[src/dot_map.svh]
// offsets, field positions, timing values and counts for drive-order trigger logic
`ifndef DOT_MAP_SVH
`define DOT_MAP_SVH
`define DOT_NUM_IN 5
`define DOT_NUM_CB 5
`define DOT_NUM_ORDERS 8
`define DOT_SEL_W 6
`define DOT_SEL_NONE 6'h00
`define DOT_SRC_DI_BASE 6'h01
`define DOT_SRC_CB_BASE 6'h15
`define DOT_SRC_LAST 6'h28
`define DOT_IDX_RISE 2'h0
`define DOT_IDX_FALL 2'h1
`define DOT_IDX_LEVEL 2'h2
`define DOT_IDX_INV 2'h3
`define DOT_TICK_PERIOD_US 1000
`define DOT_CLK_MHZ 20
`define DOT_TICK_CYCLES ((`DOT_TICK_PERIOD_US) * (`DOT_CLK_MHZ))
`endif

[src/dot_pkg.sv]
// types for drive-order trigger logic
package dot_pkg;
   typedef enum logic [1:0] {
      dot_kind_rise_t_v = 2'h0,
      dot_kind_fall_t_v = 2'h1,
      dot_kind_level_t_v = 2'h2,
      dot_kind_inv_t_v = 2'h3
   } dot_kind_t;
endpackage : dot_pkg

[src/dot_order_latch.sv]
// held state of drive orders, one bit per order, registered output
`include "dot_map.svh"
module dot_order_latch #(
   parameter int NUM_ORDERS = `DOT_NUM_ORDERS
) (
   // clock and reset
   input wire logic clk,
   input wire logic reset,
   // set and release per order
   input wire logic [NUM_ORDERS-1:0] set_req,
   input wire logic [NUM_ORDERS-1:0] release_req,
   // held orders
   output logic [NUM_ORDERS-1:0] held
);
   logic [NUM_ORDERS-1:0] next_held;

   // set beats release so a trigger in the release cycle is not lost
   always_comb begin
      next_held = (held & ~release_req) | set_req;
   end

   // register only
   always_ff @(posedge clk) begin
      if (reset) begin
         held <= '0;
      end else begin
         held <= next_held;
      end
   end
endmodule : dot_order_latch

[src/dot_trigger.sv]
// drive-order trigger logic: edge and level outputs of inputs and control bits
`include "dot_map.svh"

// How it works
// each drive order has a configured selector naming one function-block output
// an order fed from a level output is active only while that output is high
// edge outputs are high for exactly one clock per edge
// orders fed from an edge output are latched past the pulse
// each input and control bit has rising and falling edge outputs
// each input and control bit has a level output following its latest tick sample
// each digital input also has an inverted level output
// inputs sampled once per evaluation tick; edges compare with prior sample
module dot_trigger #(
   parameter int NUM_ORDERS = `DOT_NUM_ORDERS,
   parameter int TICK_CYCLES = `DOT_TICK_CYCLES
) (
   // clock and reset
   input wire logic clk,
   input wire logic reset,
   // raw inputs
   input wire logic [`DOT_NUM_IN-1:0] digital_input,
   input wire logic [`DOT_NUM_CB-1:0] control_bit,
   // configuration: selected source per order, flat
   input wire logic [NUM_ORDERS*`DOT_SEL_W-1:0] order_select,
   // release of held orders, one per order
   input wire logic [NUM_ORDERS-1:0] order_release,
   // function-block outputs
   output logic [`DOT_NUM_IN-1:0] di_rise,
   output logic [`DOT_NUM_IN-1:0] di_fall,
   output logic [`DOT_NUM_IN-1:0] di_level,
   output logic [`DOT_NUM_IN-1:0] di_inverted,
   output logic [`DOT_NUM_CB-1:0] cb_rise,
   output logic [`DOT_NUM_CB-1:0] cb_fall,
   output logic [`DOT_NUM_CB-1:0] cb_level,
   // evaluation tick and drive orders
   output logic eval_tick,
   output logic [NUM_ORDERS-1:0] drive_order
);
   // inputs and control bits share one source vector, inputs in the low bits
   localparam int NSRC = `DOT_NUM_IN + `DOT_NUM_CB;

   // ------------------------------------------------------------
   // evaluation tick
   // ------------------------------------------------------------
   logic [31:0] tick_cnt;
   logic [31:0] next_tick_cnt;
   logic next_eval_tick;

   // free-running divider; one pulse per evaluation cycle
   always_comb begin
      next_eval_tick = (tick_cnt == 32'(TICK_CYCLES - 1));
      next_tick_cnt = next_eval_tick ? 32'h0000_0000 : tick_cnt + 32'h0000_0001;
   end

   always_ff @(posedge clk) begin
      if (reset) begin
         tick_cnt <= 32'h0000_0000;
         eval_tick <= 1'b0;
      end else begin
         tick_cnt <= next_tick_cnt;
         eval_tick <= next_eval_tick;
      end
   end

   // ------------------------------------------------------------
   // sampling and edge detection
   // ------------------------------------------------------------
   logic [NSRC-1:0] cur;
   logic [NSRC-1:0] prev;
   logic [NSRC-1:0] rise;
   logic [NSRC-1:0] fall;
   logic [NSRC-1:0] next_cur;
   logic [NSRC-1:0] next_prev;
   logic [NSRC-1:0] next_rise;
   logic [NSRC-1:0] next_fall;

   // sample on tick only; pulses fall back to zero on the very next clock,
   // so each edge output is high for exactly one clock after the tick
   always_comb begin
      next_cur = cur;
      next_prev = prev;
      next_rise = '0;
      next_fall = '0;
      if (eval_tick) begin
         next_prev = cur;
         next_cur = {control_bit, digital_input};
         next_rise = {control_bit, digital_input} & ~cur;
         next_fall = ~{control_bit, digital_input} & cur;
      end
   end

   // reset assumes all inputs low, so an input high at start gives a rise
   always_ff @(posedge clk) begin
      if (reset) begin
         cur <= '0;
         prev <= '0;
         rise <= '0;
         fall <= '0;
      end else begin
         cur <= next_cur;
         prev <= next_prev;
         rise <= next_rise;
         fall <= next_fall;
      end
   end

   // outputs split back into inputs and control bits
   assign di_rise = rise[`DOT_NUM_IN-1:0];
   assign di_fall = fall[`DOT_NUM_IN-1:0];
   assign di_level = cur[`DOT_NUM_IN-1:0];
   assign di_inverted = ~cur[`DOT_NUM_IN-1:0];
   assign cb_rise = rise[NSRC-1:`DOT_NUM_IN];
   assign cb_fall = fall[NSRC-1:`DOT_NUM_IN];
   assign cb_level = cur[NSRC-1:`DOT_NUM_IN];

   // ------------------------------------------------------------
   // source selection per order
   // ------------------------------------------------------------
   // selector code: 0 none; then per input 4 codes, per control bit 4
   // code 1 + 4 * source + kind, with kind 0 rise, 1 fall, 2 level, 3 inverted
   // sources 0..4 are the digital inputs, 5..9 the control bits
   // codes above the last valid one read as none, so a stray value
   // in the configuration can never start the drive
   function automatic logic src_value(input logic [`DOT_SEL_W-1:0] sel,
                                      input logic [NSRC-1:0] r,
                                      input logic [NSRC-1:0] f,
                                      input logic [NSRC-1:0] l);
      logic [`DOT_SEL_W-1:0] off;
      logic [3:0] idx;
      logic [1:0] kind;
      off = sel - `DOT_SRC_DI_BASE;
      idx = off[5:2];
      kind = off[1:0];
      src_value = 1'b0;
      if (sel != `DOT_SEL_NONE && sel <= `DOT_SRC_LAST && int'(idx) < NSRC) begin
         unique case (dot_pkg::dot_kind_t'(kind))
            dot_pkg::dot_kind_rise_t_v: src_value = r[idx];
            dot_pkg::dot_kind_fall_t_v: src_value = f[idx];
            dot_pkg::dot_kind_level_t_v: src_value = l[idx];
            // inverted level exists for digital inputs only
            dot_pkg::dot_kind_inv_t_v: src_value = (int'(idx) < `DOT_NUM_IN) ? ~l[idx] : 1'b0;
         endcase
      end
   endfunction : src_value

   // rise and fall kinds have bit 1 of the offset clear; only those latch
   function automatic logic is_edge(input logic [`DOT_SEL_W-1:0] sel);
      logic [`DOT_SEL_W-1:0] off;
      off = sel - `DOT_SRC_DI_BASE;
      is_edge = (sel != `DOT_SEL_NONE) && (sel <= `DOT_SRC_LAST) && !off[1];
   endfunction : is_edge

   logic [NUM_ORDERS-1:0] src_now;
   logic [NUM_ORDERS-1:0] edge_set;
   logic [NUM_ORDERS-1:0] edge_kind;
   logic [NUM_ORDERS-1:0] held;

   genvar g;
   generate
      for (g = 0; g < NUM_ORDERS; g++) begin : g_order
         logic [`DOT_SEL_W-1:0] sel;
         assign sel = order_select[g*`DOT_SEL_W +: `DOT_SEL_W];
         assign src_now[g] = src_value(sel, rise, fall, cur);
         assign edge_kind[g] = is_edge(sel);
         assign edge_set[g] = edge_kind[g] & src_now[g];
      end
   endgenerate

   // ------------------------------------------------------------
   // order latch
   // ------------------------------------------------------------
   // latched orders for edge sources; release by the drive controller;
   // a level-sourced order keeps its latch cleared, so a later change of
   // selector to an edge kind starts from an empty latch
   dot_order_latch #(
      .NUM_ORDERS(NUM_ORDERS)
   ) u_latch (
      .clk(clk),
      .reset(reset),
      .set_req(edge_set),
      .release_req(order_release | ~edge_kind),
      .held(held)
   );

   // ------------------------------------------------------------
   // order output
   // ------------------------------------------------------------
   // level sources act only while high; edge sources via the latch;
   // the live pulse is ored in so the order shows in the pulse cycle
   // itself, one clock before the latch has caught it
   always_comb begin
      drive_order = '0;
      for (int i = 0; i < NUM_ORDERS; i++) begin
         if (edge_kind[i]) begin
            drive_order[i] = held[i] | edge_set[i];
         end else begin
            drive_order[i] = src_now[i];
         end
      end
   end
endmodule : dot_trigger

[config.mk]
export PLATFORM = sky130hd
export DESIGN_NAME = dot_trigger
export DESIGN_NICKNAME = d
export VERILOG_FILES = /design/src/dot_pkg.sv /design/src/dot_order_latch.sv /design/src/dot_trigger.sv
export VERILOG_INCLUDE_DIRS = /design/src
export SDC_FILE = /design/constraint.sdc
export NUM_CORES = 1
export LEC_CHECK = 0
export BUFFER_PORTS_ARGS = -buffer_cell sky130_fd_sc_hd__buf_2
export CAP_MARGIN = 0
export CORE_MARGIN = 2
export CORE_UTILIZATION = 38
export CTS_CLUSTER_SIZE = 12
export DETAILED_ROUTE_END_ITERATION = 10
export PLACE_DENSITY_LB_ADDON = 0.1
export SLEW_MARGIN = 10
export SYNTH_ARGS = -nofsm -noshare
export SYNTH_HDL_FRONTEND = slang
export SYNTH_SLANG_ARGS = --single-unit
[constraint.sdc]
create_clock -name clk -period 3 [get_ports clk]
set_clock_uncertainty 0.15 [all_clocks]
set_input_delay 0 -clock clk [delete_from_list [all_inputs] [get_ports clk]]
set_output_delay 0 -clock clk [all_outputs]
set_load 0.005 [all_outputs]
Word-level counts from Yosys, hierarchy flattened

Cells that the tools add are included.

Register bits: 71
Bits of input ports: 68
Output and inout bits: 44
Word-level logic and storage cells: 237

$add $sub $neg: 9
Magnitude comparators: 32
Equal/unequal tests: 25
Mux-type cells: 80
Bitwise gates (word level): 35
Reduce and logical (&&, ||, !) cells: 50

Operator list:

| cell                    | number |
|---|---|
| $bmux W1 S4             | 24 |
| $le A6 B6 Y1 const B    | 8 |
| $mux W1                 | 48 |
| $reduce_bool A6 Y1      | 8 |
| $sub A6 B1 Y6 const B   | 8 |
| $lt A4 B5 Y1 const B    | 8 |
| $add A32 B1 Y32 const B | 1 |
| $eq A2 B2 Y1 const B    | 16 |
| $eq A32 B15 Y1 const B  | 1 |
| $lt A4 B3 Y1 const B    | 8 |
| $lt A4 B4 Y1 const B    | 8 |
| $pmux W1 S4             | 8 |
| $logic_and A1 B1 Y1     | 24 |
| $and A10 B10 Y10        | 2 |
| $not A10 Y10            | 2 |
| $eq A2 B1 Y1 const B    | 8 |
| $logic_not A2 Y1        | 8 |
| $not A8 Y8              | 2 |
| $or A8 B8 Y8            | 2 |
| $not A1 Y1              | 9 |
| $and A1 B1 Y1           | 8 |
| $and A8 B8 Y8           | 1 |
| $logic_not A1 Y1        | 8 |
| $or A1 B1 Y1            | 8 |
| other kinds (2)         | 3 |

Longest topological paths before layout

Depth after elaboration: 10
Depth in mapped cells: 12
Gate-level depth less buffers: 10

Modules after synthesis

Synthesis repeated with hierarchy kept, for this count alone.

Cells, all modules: 1133
Area total of the unflattened synthesis: 8730.9 um^2

Modules (own cells, without submodules):

| module          | times used | cells an instance | area an instance (um^2) | sequential area each (um^2) |
|---|---|---|---|---|
| dot_trigger     | 1          | 1100              | 8349.3                  | 1261.2 |
| dot_order_latch | 1          | 33                | 381.6                   | 160.2 |

Worst setup path before layout

OpenSTA, ideal clock, no wires.

Path kind: input -> register
Start point: in order_select[24]
End point: reg u_latch.held[4]
Library setup time: 133 ps
Data arrival time: 2163 ps
Required time: 2717 ps
Path slack: 555 ps
Stages: 11
Buffers on the path: 2
Path through: inv_1 -> ha_1 -> buf_2 -> or3b_1 -> clkbuf_1 -> xnor2_2 -> mux2_2 -> a211oi_1 -> nor3_1 -> o31ai_1 -> o32ai_1

Word-level cells in the longest chain between the ends: 9
Elaborated cells between the ends (all ways): 29
Classes of those cells: 1 x add/sub; 3 x order compare; 3 x eq/ne; 9 x mux; 7 x bitwise; 6 x reduce/logical

RTL lines:

| element                       | RTL line                               | source |
|---|---|---|
| start: declaration            | dot_trigger.sv:24                      | `` input wire logic [NUM_ORDERS*`DOT_SEL_W-1:0] order_select, `` |
| $sub A6 B1 Y6 (no line)       | -                                      |  |
| $bmux W1 S4                   | dot_trigger.sv:139, dot_trigger.sv:141 |  |
| $mux W1 (not written as such) | dot_trigger.sv:139, dot_trigger.sv:141 |  |
| $not A1 Y1                    | dot_trigger.sv:141                     | `` dot_pkg::dot_kind_inv_t_v: src_value = (int'(idx) < `DOT_NUM_IN) ? ~l[idx] : 1'b0; `` |
| $mux W1                       | dot_trigger.sv:141                     |  |
| $pmux W1 S4                   | dot_trigger.sv:136                     | `unique case (dot_pkg::dot_kind_t'(kind))` |
| $mux W1                       | dot_trigger.sv:135                     | `` if (sel != `DOT_SEL_NONE && sel <= `DOT_SRC_LAST && int'(idx) < NSRC) begin `` |
| $and A1 B1 Y1                 | dot_trigger.sv:165                     | `assign edge_set[g] = edge_kind[g] & src_now[g];` |
| $or A8 B8 Y8 (*)              | dot_order_latch.sv:19                  | `next_held = (held & ~release_req) \| set_req;` |
| end signal: assignment        | dot_order_latch.sv:27                  | `held <= next_held;` |
| end: declaration              | dot_order_latch.sv:13                  | `output logic [NUM_ORDERS-1:0] held` |

Mark *: on every way between the ends. The rest lies on a longest branch, timed or not. The select of a mux whose other input is x is not followed.
A chain may end at the register's enable or synchronous reset.

Final worst setup path

Start point: reg cur[3]
End point: reg u_latch.held[1]

Word-level cells in the longest chain between the ends: 8

RTL lines:

| element                           | RTL line                               | source |
|---|---|---|
| start: declaration                | dot_trigger.sv:68                      | `logic [NSRC-1:0] cur;` |
| start signal: assignment          | dot_trigger.sv:100                     | `cur <= next_cur;` |
| $bmux W1 S4 (*)                   | dot_trigger.sv:139, dot_trigger.sv:141 |  |
| $mux W1 (not written as such) (*) | dot_trigger.sv:139, dot_trigger.sv:141 |  |
| $not A1 Y1                        | dot_trigger.sv:141                     |  |
| $mux W1                           | dot_trigger.sv:141                     |  |
| $pmux W1 S4 (*)                   | dot_trigger.sv:136                     |  |
| $mux W1 (*)                       | dot_trigger.sv:135                     |  |
| $and A1 B1 Y1 (*)                 | dot_trigger.sv:165                     |  |
| $or A8 B8 Y8 (*)                  | dot_order_latch.sv:19                  |  |

Marks and branches as above.

==> impl_metrics.csv <==
group,metric,value,unit
pwr,pwr-share-clk,42.7,%
pwr,seq_power_share,33.4,%
worst_setup_path,start_kind,"flop",
finish,most-common-layout-cells,"buf_2 (111), nor2_1 (88), mux2i_1 (73)",
worst_setup_path,crit_fanout,14,
global_route,grt_max_degree,33,
synth,synth_area_per_cell,8.15,µm²
global_route,grt_pass1_vias,6836,
timing,maxSlewViolCount,0,
hold_path,whs_endpoint,"u_latch.held[7]$_SDFF_PP0_",
global_route,grt_pass1_wl,37500,µm
routing,wirelength,24100,µm
synth,netlist_instances,909,
hold_path,holdPathStages,4,
timing,period_minus_slack,2.88,ns
worst_setup_path,r2r-start,"cur[3]$_SDFFE_PP0P_",
pwr,power_switching,867,µW
place,place_area,0.00825,mm²
clock_network,clk_latency,0.35,ns
clock_network,cts_sinks,71,
clock_network,cts_max_level,3,
global_route,gr-total-overflow,0,
worst_setup_path,reg2reg_to,"u_latch.held[1]$_SDFF_PP0_",
hold_path,hp-start,"order_select[47]",
routing,wire_per_inst,18.5,µm
finish,multi_input_area,0.00561,mm²
synth,ys_ff_latch,71,
clock_network,cts_tree,"yes",
timing,setup_viol,0,
global_route,grtUsageTotal,23.4,%
outcome,status,"complete, no violations",
pwr,internal-power,1.99,mW
clock_network,cts-root-buf,"clkbuf_16",
finish,syn2layout_area_growth,20.0,%
finish,num-nets-final,1142,
floorplanning,num_rows,51,
worst_setup_path,worstSetupEndpointType,"flop",
finish,fill_cells,1997,
synth,synthDistinctLibCells,86,
finish,final_common_cell,"buf_2",
hold_path,min_path_type,"in -> reg",
worst_setup_path,crit_chain,"nand3b_1, o21ai_0, and3b_1, o22ai_1, nand2_1, o31a_1, o21a_1, dlygate4sd3_1",
finish,fin_util,46.1,%
floorplanning,dieArea,0.0206,mm²
timing,hold_violations,0,
place,post-place-cells,1257,
worst_setup_path,worst_path_max_delay_cell,"dfxtp_1",
clock_network,clockBufferDepth,2,
worst_setup_path,cp.required,3.08,ns
routing,ant_nets,0,
pwr,irDropWorstVdd,0.000393,V
synth,synthFlopType,"dfxtp_1",
pwr,p_sw_share,30.4,%
timing,slew_headroom,32.0,%
place,gp_congestion,0.837,
worst_setup_path,crit_type,"reg -> reg",
place,hpwl,17000,µm
finish,instances_no_fill,1304,
worst_setup_path,r2r_slack,0.12,ns
floorplanning,start_util,38.5,%
floorplanning,core-area,0.0193,mm²
job,drv_cap,0,
clock_network,clk_pin_slew,0.06,ns
synth,syn_area,0.00741,mm²
clock_network,cts_inserted_buffers,9,
timing,fin_ws,0.121,ns
routing,drt_iter0_markers,500,
place,pre_cts_slack,0.226,ns
floorplanning,die_x,144,µm
finish,design_area,0.00889,mm²
synth,yosys_warnings,0,
routing,drc,0,
worst_setup_path,cpPeakStageDelay,0.78,ns
place,numPortBuffers,111,
synth,synthArstFlopShare,0,%
routing,vias_per_cell,5.55,
timing,grt_setup_unrepaired,"no",
timing,final.setup.tns,0,ns
finish,layout-drive-gt1-share,22.4,%
worst_setup_path,crit_arrival,2.96,ns
finish,seq_area,0.00142,mm²
synth,synth_edf_count,0,
pwr,p_comb_share,23.9,%
floorplanning,io_pins,112,
synth,yosysSeqAreaShare,19.2,%
floorplanning,die_y,144,µm
routing,vias,7234,
pwr,p_leak,3.69,nW
synth,synth_fp_nets,1018,
timing,tightest_slew,1.01,ns
timing,fin_crit_sh,96.0,%
global_route,grt_antenna_before_repair,1,
pwr,pwr_density_cell,321,mW/mm²
worst_setup_path,reg2reg_depth,8,
routing,drtPass1Iterations,6,
timing,timing.fmax,347,MHz
## Yosys cell counts, drive strengths merged (9+ instances only)
master	number	area [µm²]
nor4	13	81.3
nand3	24	120
nand2	71	269
nor3b	20	166
inv	44	165
clkbuf	39	166
a31oi	17	106
nor2b	11	68.8
o21ai	49	245
ha	41	513
mux2i	73	731
mux2	21	236
or3	9	57.6
buf	14	78.8
nor2	88	330
nand2b	14	87.6
dfxtp	71	1420
a22oi	9	67.6
nand4	10	62.6
xnor2	24	312
xor2	35	329
nor3	22	125
a21oi	46	234
mux4	18	409
## timing repair
| action | 4_1_cts | 5_1_grt |
|---|---|---|
| gates resized for setup | 0 | 5 |
| buffers inserted | 0 | 7 |
| setup endpoints to repair | 0 | 4 |
| hold endpoints to repair | 38 | 0 |
| hold buffers | 23 | 0 |
## final cells by class
class                           count  share of cell area (%)
Multi-Input combinational cell    741                    63.1
Clock inverter                      7                    1.17
Timing Repair Buffer              166                    11.5
Tap cell                          265                    3.73
Sequential cell                    71                    16.0
Antenna cell                        1                  0.0281
Inverter                           44                    1.86
Clock buffer                        9                    2.53
## how the worst max path moves through the flow
stage	slack (ns)	from	endpoint
finish	0.12	cur[3]$_SDFFE_PP0P_	u_latch.held[1]$_SDFF_PP0_
global route	0.02	cur[1]$_SDFFE_PP0P_	u_latch.held[2]$_SDFF_PP0_
detailed placement	0.23	order_select[30]	u_latch.held[5]$_SDFF_PP0_
CTS	0.07	order_select[36]	u_latch.held[6]$_SDFF_PP0_
floorplan	0.55	order_select[24]	u_latch.held[4]$_SDFF_PP0_
global placement	0.23	order_select[30]	u_latch.held[5]$_SDFF_PP0_
## cells by family (layout without fill, tap and decap cells)
family / count (synthesis) / after routing / share of synthesized area [%]
fa+ha+maj: 41 / 41 / 6.92
simple gates: 320 / 320 / 22.4
mux: 112 / 112 / 18.6
other cells: 0 / 1 / 0
flops: 71 / 71 / 19.2
xor+xnor: 59 / 59 / 8.64
compound gates: 209 / 209 / 18.7
buf+inv: 97 / 226 / 5.54
## registers in the layout, indices dropped and copies added, names as in the netlist
signal	flops
u_latch.held	8
eval_tick	1
fall	10
rise	10
cur	10
tick_cnt	32
## worst max-delay path: cells and delay by family (launching register included)
kind	cells	cell delay, ns
DFF	1	0.78
and+or+nand+nor	3	0.41
buffers and inverters	1	0.54
AOI/OAI and AO/OA	4	0.88
## per-layer routing
| metal | share of wire, % | wire length (µm) | global-route usage [%] | up-vias |
|---|---|---|---|---|
| met1 | 44 | 10700 | 30.6 | 3421 |
| met4 | 2.4 | 576 | 6.40 | 0 |
| met5 | 0 | 0 | 0 | - |
| li1 | - | - | - | 3573 |
| met3 | 6.4 | 1530 | 4.83 | 35 |
| met2 | 47 | 11300 | 39.2 | 205 |
## stage by stage
step / power, mW / hold slack (ns)
floorplan: 1.43 / -0.0739
global placement: 1.62 / 0.0464
detailed placement: 1.62 / 0.0463
CTS: 2.88 / 0.0295
global route: 3.00 / 0.0623
finish: 2.86 / 0.0386
## power groups by stage
stage          logic [mW]  registers (mW)  clock network [mW]
2_1_floorplan       0.452           0.973                   0
3_5_place_dp        0.644           0.974                   0
5_1_grt             0.755           0.953                1.29
4_1_cts             0.669           0.953                1.26
3_3_place_gp        0.647           0.974                   0
6_report            0.684           0.953                1.22
(Power assumes the default switching activity.)
